## src/rtl/olsr_pkg.sv

```systemverilog
// Package for the open-load status register bank.
// Assumes a single 20 MHz system clock domain shared by all users.
package olsr_pkg;
	localparam int OLSR_BRIDGES = 12;
	localparam int OLSR_REG_W = 8;
	localparam int OLSR_NREGS = 3;
	// Register select codes on the read strobe (address field of the command byte)
	localparam logic [4:0] OLSR_ADDR_B1_4 = 5'h01;  // 000 01
	localparam logic [4:0] OLSR_ADDR_B5_8 = 5'h11;  // 100 01
	localparam logic [4:0] OLSR_ADDR_B9_12 = 5'h09; // Chosen for third bank
	localparam logic [7:0] OLSR_RESET_VAL = 8'h00;
	localparam int OLSR_LOW_BIT = 0;
	localparam int OLSR_HIGH_BIT = 1;

	typedef struct packed {
		logic rd;
		logic [4:0] addr;
	} olsr_rd_req_t;

	typedef struct packed {
		logic [11:0] high;
		logic [11:0] low;
	} olsr_detect_t;
endpackage : olsr_pkg

```

## src/rtl/olsr_regs.sv

```systemverilog
// Open-load status registers, three 8-bit read-to-clear banks.
// Assumes the read strobe comes from logic on mclk; detector flags may be
// asynchronous and are synchronised here.
//
// Operation
// Register 0: bridges 1-4, bit7 bridge4 high down to bit0 bridge1 low.
// Register 1: bridges 5-8, bit7 bridge8 high down to bit0 bridge5 low.
// Register 2: bridges 9-12, bit7 bridge12 high down to bit0 bridge9 low.
// Even bit is low-side switch, odd bit high-side, same bridge.
// A detected open load sets its bit and latches it.
// All status bits are zero after reset.
// Reading returns the latched value, then clears the register.
// Host selects bank one with 000 01 and bank two with 100 01.
// Detection coinciding with the clearing read keeps the bit set.
`timescale 1ns/1ns
module olsr_regs
	import olsr_pkg::*;
(
	input wire logic mclk,
	input wire logic rst_n,
	input wire olsr_detect_t detect,
	input wire olsr_rd_req_t rd_req,
	output logic [7:0] rd_data,
	output logic rd_valid
);
	logic [OLSR_NREGS-1:0][OLSR_REG_W-1:0] stat_r, stat_nxt;
	logic [OLSR_REG_W-1:0] rd_data_r, rd_data_nxt;
	logic rd_valid_r, rd_valid_nxt;
	logic [OLSR_NREGS-1:0] sel;
	logic [OLSR_NREGS-1:0][OLSR_REG_W-1:0] set_vec;
	// Synchroniser stages for the detector flags
	olsr_detect_t det_meta_r, det_meta_nxt;
	olsr_detect_t det_sync_r, det_sync_nxt;

	always_comb begin
		sel = '0;
		if (rd_req.rd) begin
			case (rd_req.addr)
				OLSR_ADDR_B1_4: sel[0] = 1'b1;
				OLSR_ADDR_B5_8: sel[1] = 1'b1;
				OLSR_ADDR_B9_12: sel[2] = 1'b1;
				default: sel = '0;
			endcase
		end
	end

	// Flags come from analog comparators,
	// so two flip-flops stand before any logic.
	// Limitation: a flag shorter than one mclk may be missed.
	always_comb begin
		det_meta_nxt = detect;
		det_sync_nxt = det_meta_r;
	end

	// Two cycles of latency, harmless for a latched bit
	always_ff @(posedge mclk) begin
		if (!rst_n) begin
			det_meta_r <= '0;
			det_sync_r <= '0;
		end else begin
			det_meta_r <= det_meta_nxt;
			det_sync_r <= det_sync_nxt;
		end
	end

	// Two bits per bridge, four bridges per bank
	always_comb begin
		set_vec = '0;
		for (int b = 0; b < OLSR_BRIDGES; b++) begin
			set_vec[b/4][(b%4)*2+OLSR_LOW_BIT] = det_sync_r.low[b];
			set_vec[b/4][(b%4)*2+OLSR_HIGH_BIT] = det_sync_r.high[b];
		end
	end

	always_comb begin
		stat_nxt = stat_r;
		rd_data_nxt = rd_data_r;
		rd_valid_nxt = rd_req.rd;
		for (int i = 0; i < OLSR_NREGS; i++) begin
			if (sel[i]) begin
				rd_data_nxt = stat_r[i];
				stat_nxt[i] = OLSR_RESET_VAL;
			end
			// Set after clear so a coincident event survives
			stat_nxt[i] = stat_nxt[i] | set_vec[i];
		end
		// Unmapped select reads zero
		if (rd_req.rd && sel == '0) begin
			rd_data_nxt = OLSR_RESET_VAL;
		end
	end

	always_ff @(posedge mclk) begin
		if (!rst_n) begin
			stat_r <= {OLSR_NREGS{OLSR_RESET_VAL}};
			rd_data_r <= OLSR_RESET_VAL;
			rd_valid_r <= 1'b0;
		end else begin
			stat_r <= stat_nxt;
			rd_data_r <= rd_data_nxt;
			rd_valid_r <= rd_valid_nxt;
		end
	end

	assign rd_data = rd_data_r;
	assign rd_valid = rd_valid_r;
endmodule : olsr_regs

```

## config.mk

```make
export PLATFORM = sky130hd
export DESIGN_NAME = olsr_regs
export DESIGN_NICKNAME = d
export VERILOG_FILES = /design/src/rtl/olsr_pkg.sv /design/src/rtl/olsr_regs.sv
export SDC_FILE = /design/constraint.sdc
export NUM_CORES = 1
export LEC_CHECK = 0
export CORE_ASPECT_RATIO = 0.5
export CORE_MARGIN = 8
export CORE_UTILIZATION = 55
export CTS_CLUSTER_DIAMETER = 150
export DETAILED_ROUTE_END_ITERATION = 10
export DONT_BUFFER_PORTS = 1
export HOLD_SLACK_MARGIN = 0.03
export PLACE_DENSITY = 0.81
export SYNTH_ARGS = -nofsm -noshare
export SYNTH_HDL_FRONTEND = slang
export SYNTH_SLANG_ARGS = --single-unit
```

## constraint.sdc

```tcl
create_clock -name mclk -period 1.4 [get_ports mclk]
set_clock_uncertainty 0.05 [all_clocks]
set_input_delay 0.21 -clock mclk [delete_from_list [all_inputs] [get_ports mclk]]
set_output_delay 0.21 -clock mclk [all_outputs]
set_load 0.02 [all_outputs]
```

== Word level (Yosys, flattened, before mapping) ==
Cells that the tools add are included.

* Eq/ne operators: 3
* Muxes and demuxes: 10
* Bitwise operators: 4
* Reductions and logical operators: 4

{| class="wikitable"
|+ Operators with widths
! cell !! count
|-
| two-way mux 8 bit || 6
|-
| bitwise OR 8 bit || 3
|-
| equality test 5 x 1 -> 1 bit (second input constant) || 1
|-
| equality test 5 x 4 -> 1 bit (second input constant) || 1
|-
| equality test 5 bit (second input constant) || 1
|-
| zero test 3 bit || 1
|-
| two-way mux 1 bit || 3
|-
| two-way mux 3 bit || 1
|-
| nonzero test 3 bit || 1
|-
| OR reduction 2 bit || 1
|-
| logical AND 1 bit || 1
|-
| inverter 1 bit || 1
|}

* Register bits after elaboration: 81
* Input port bits: 32
* Output and inout bits: 9
* Logic and storage cells: 30

== Logic depth before layout (Yosys ltp) ==
* Depth in word-level cells: 6
* Gate-level depth with buffers: 5
* Gate-level depth less buffers: 3

== Worst setup path after synthesis ==
No wires, ideal clock.

* Path kind: input-to-reg
* From: input port rd_req[3] (netlist bit)
* To: register rd_data_r[3], in the netlist rd_data[3]
* Library setup time: 0.133 ns
* Arrival: 1.052 ns
* Required time: 1.217 ns
* Path slack: 0.164 ns
* Stages on the path: 5
* Buffers on the path: 2
* Cell sequence: buf_2 -> buf_6 -> mux2_1 -> o22ai_1 -> a221oi_2

* Longest elaborated chain between the ends: 6
* Elaborated cells between the ends (all ways): 13
* Classes of those cells: eq/ne (3); mux (6); reduce/logical (4)

{| class="wikitable"
|+ Ends and longest elaborated chain
! item !! line !! source
|-
| from (decl) || olsr_regs.sv:22 || <nowiki>input wire olsr_rd_req_t rd_req,</nowiki>
|-
| equality test 5 x 1 -> 1 bit (tied with other cells) || olsr_regs.sv:38 || <nowiki>case (rd_req.addr)</nowiki>
|-
| two-way mux 1 bit || olsr_regs.sv:38 ||
|-
| two-way mux 3 bit (*) || olsr_regs.sv:37 || <nowiki>if (rd_req.rd) begin</nowiki>
|-
| zero test 3 bit || olsr_regs.sv:88 || <nowiki>if (rd_req.rd && sel == '0) begin</nowiki>
|-
| logical AND 1 bit || olsr_regs.sv:88 ||
|-
| OR reduction 2 bit (no source line) || - ||
|-
| to (signal assigned) || olsr_regs.sv:100 || <nowiki>rd_data_r <= rd_data_nxt;</nowiki>
|-
| to (decl) || olsr_regs.sv:27 || <nowiki>logic [OLSR_REG_W-1:0] rd_data_r, rd_data_nxt;</nowiki>
|}

Every way passes the cells marked *; elsewhere a longest branch is shown, timed or not.
A chain may end at the register's enable or synchronous reset.

== Worst setup path after layout ==
* From: register stat_r[9] (netlist bit)
* To: register stat_r[9] (netlist bit)

* Longest elaborated chain between the ends: 2

{| class="wikitable"
|+ Ends and longest elaborated chain
! item !! line !! source
|-
| from (decl) || olsr_regs.sv:26 || <nowiki>logic [OLSR_NREGS-1:0][OLSR_REG_W-1:0] stat_r, stat_nxt;</nowiki>
|-
| from (signal assigned) || olsr_regs.sv:95 || <nowiki>stat_r <= {OLSR_NREGS{OLSR_RESET_VAL}};</nowiki>
|-
| from (signal assigned) || olsr_regs.sv:99 || <nowiki>stat_r <= stat_nxt;</nowiki>
|-
| two-way mux 8 bit || olsr_regs.sv:80 || <nowiki>if (sel[i]) begin</nowiki>
|-
| bitwise OR 8 bit || olsr_regs.sv:85 || <nowiki>stat_nxt[i] = stat_nxt[i] | set_vec[i];</nowiki>
|}

No other way between the ends.

==> flow_summary.ini <==
[yosys]
synth_edf_count = 0
synth_cell_type_count = 31
synth.area.mux_share_pct = 3.187
synth_top_family_by_area = compound AO/OA/AOI/OAI gates
ys.flop_type = dfxtp_1
synthXorXnorAreaFrac_pct = 0
yosysSeqAreaShare_pct = 58.17
synth_fa_ha_area_share_pct = 0
yosys.area_share.simple_pct = 16.02
synth_top_cell_by_area = dfxtp_1
ys_top_cells_by_area = dfxtp_1 (58%), and2_1 (11%), o21a_1 (6.5%)
synth-async-reset-ratio_pct = 0
synth.avg_cell_area_um2 = 11.62
yosysMostFrequentCell = dfxtp_1
ys_seq_elements = 81
synth_nets = 272
synthCells = 240
ys.warnings.count = 0
yosys.area.top_type_share_pct = 58.17
netlist_area_um2 = 2788
synth_compound_area_share_pct = 19.25
synthTopCellsByCount = dfxtp_1 (81), and2_1 (49), o21a_1 (24), a21boi_1 (16), clkbuf_1 (10)

[clock_network]
numCtsBuffers = 9
htree_levels = 3
tritoncts = yes
cts_hold_buf = 37
clk_latency_ns = 0.34
cts-root-buf = clkbuf_8
clockBufferDepth = 2
cts_resized = 0
path_clk_slew_ns = 0.08
post_cts_buffers = 0
clock-sinks = 81

[route]
drc = 0
ant_nets = 0
routed_via_density = 5.053
initialDrtViolationCount = 101
post_drt_wl_per_cell_um = 15.53
routed_wl_mm = 5.543
dr.pass1.iters = 4
via_count = 1804

[critical_path]
cp_top_family = buffers and inverters
worst_path_max_delay_cell = dlygate4sd3_1
end_kind = register
slowest_delay_ns = 0.54
worstPathArrival_ns = 1.52
crit_chain = a21boi_1, o21a_1, dlygate4sd3_1
crit_path_start_kind = register
worst-path-max-fanout = 2
cp_data_required_time_ns = 1.59
criticalPathCategory = reg2reg
path_buf_inv = 1

[placement]
dp.cells = 304
place_congestion = 0.8331
io_buffers = 0
dp_hpwl_mm = 3.404
pre_cts_ws_ns = 0.1542

[pwr]
ir_worst_vdd_uv = 753.2
power.density_nw_per_um2 = 1307
leakagePower_nw = 1.412

[run]
cap_violations = 0

[final_layout]
regArea_um2 = 1622
multi_input_area_um2 = 1087
num-nets-final = 315
fin_cells = 357
n_fill_cell = 365
drive_gt1_share_pct = 14.98
antenna_cells = 0
area_growth_pct = 25.45

[floorplan]
dieArea_um2 = 7741
die_h_um = 66.34
ios = 41
start_util_pct = 56.78
die_x_um = 116.7
row_count = 18
core_area_um2 = 4910

[sta]
worstMarginPinSlew_ns = 0.5386
hold_ws_ns = 0.05509
hold_violations = 0
slew_violations = 0
setup_viol = 0
period_minus_slack_ns = 1.327
rsz0062_at_grt = no
timing.final.ws_setup_ns = 0.07302
relSlewSlack_pct = 63.90
fin_setup_tns_ns = 0
max_freq_mhz = 753.6
timing.final.crit_share_pct = 94.78

[global_route]
grt_max_degree = 66
grt_pass1_vias = 1918
grt_pass1_wl_mm = 9.094
globalRoute.totalOverflow = 0
grt_use_total_pct = 15.62
grt_antenna_before_repair = 0

[run_status]
status = finished, final reports clean

[worst_hold_path]
hold_path_class = in2reg
per-stage QoR:
step                      total power [mW]  util [%]  cell area [µm²]
after floorplan                      2.698         -             2788
after CTS                            4.607     71.02             3487
after detailed placement             2.718     58.89             2892
final                                4.571     71.23             3497
after global placement               2.710     58.89             2892
after global routing                 4.766     71.23             3497
path summary, 6_finish.rpt:
| check | depth (start not counted) | endpoint | slack [ns] | from |
|---|---|---|---|---|
| worst max-delay path | 3 | stat_r[9] | 0.07 | stat_r[9] |
| worst min-delay path | 3 | rd_data[6] | 0.06 | rd_req[4] |
| worst max register to register | 3 | stat_r[9] | 0.07 | stat_r[9] |
| worst min register to register | 1 | det_sync_r[4] | 0.39 | det_meta_r[4] |
sequential cells by signal (all words and copies together), names as in the netlist:
register and count:
rd_data 8, rd_valid 1, stat_r 24, det_sync_r 24, det_meta_r 24
power by group:
part	switching [mW]	internal [mW]
clock	0.793	1.00
combinational	0.129	0.196
sequential	0.0414	2.41
total	0.963	3.61
logic make-up after synthesis:
kind of cell,Yosys count
flops,81
compound gates,66
simple gates,67
buf+inv,18
mux,8
layout make-up:
cell class              instances  area share (%)
repair buffers                 48           13.67
multi-input cells             141           31.09
clock inverters                 6           2.612
well taps                      70           2.504
flip-flops and latches         81           46.37
inverters                       2          0.2147
clock buffers                   9           3.542
placed cells by master (no fill, tap or decap), drive strengths merged, types with 2 or more instances in the layout:
cell,n
dfxtp,81
and2,49
dlygate4sd3,37
o21a,24
a21boi,24
buf,11
clkbuf,9
nand2b,9
o22ai,7
a221oi,7
mux2,7
inv,3
clkinv,3
bufinv,2
nor3,2
nand2,2
metal layers:
metal,up-vias,part of all wire [%],global-route usage (%)
met1,821,46,19.00
met4,0,1.8,7.425
li1,901,-,-
met2,73,43,23.03
met3,9,10,7.286
met5,-,0,0
worst register-to-register path, stage by stage, from the launching register on:
cell,delay (ns)
dfxtp_1,0.32
a21boi_1,0.13
o21a_1,0.18
dlygate4sd3_1,0.54
No activity file was read; power rests on OpenSTA's default activity.
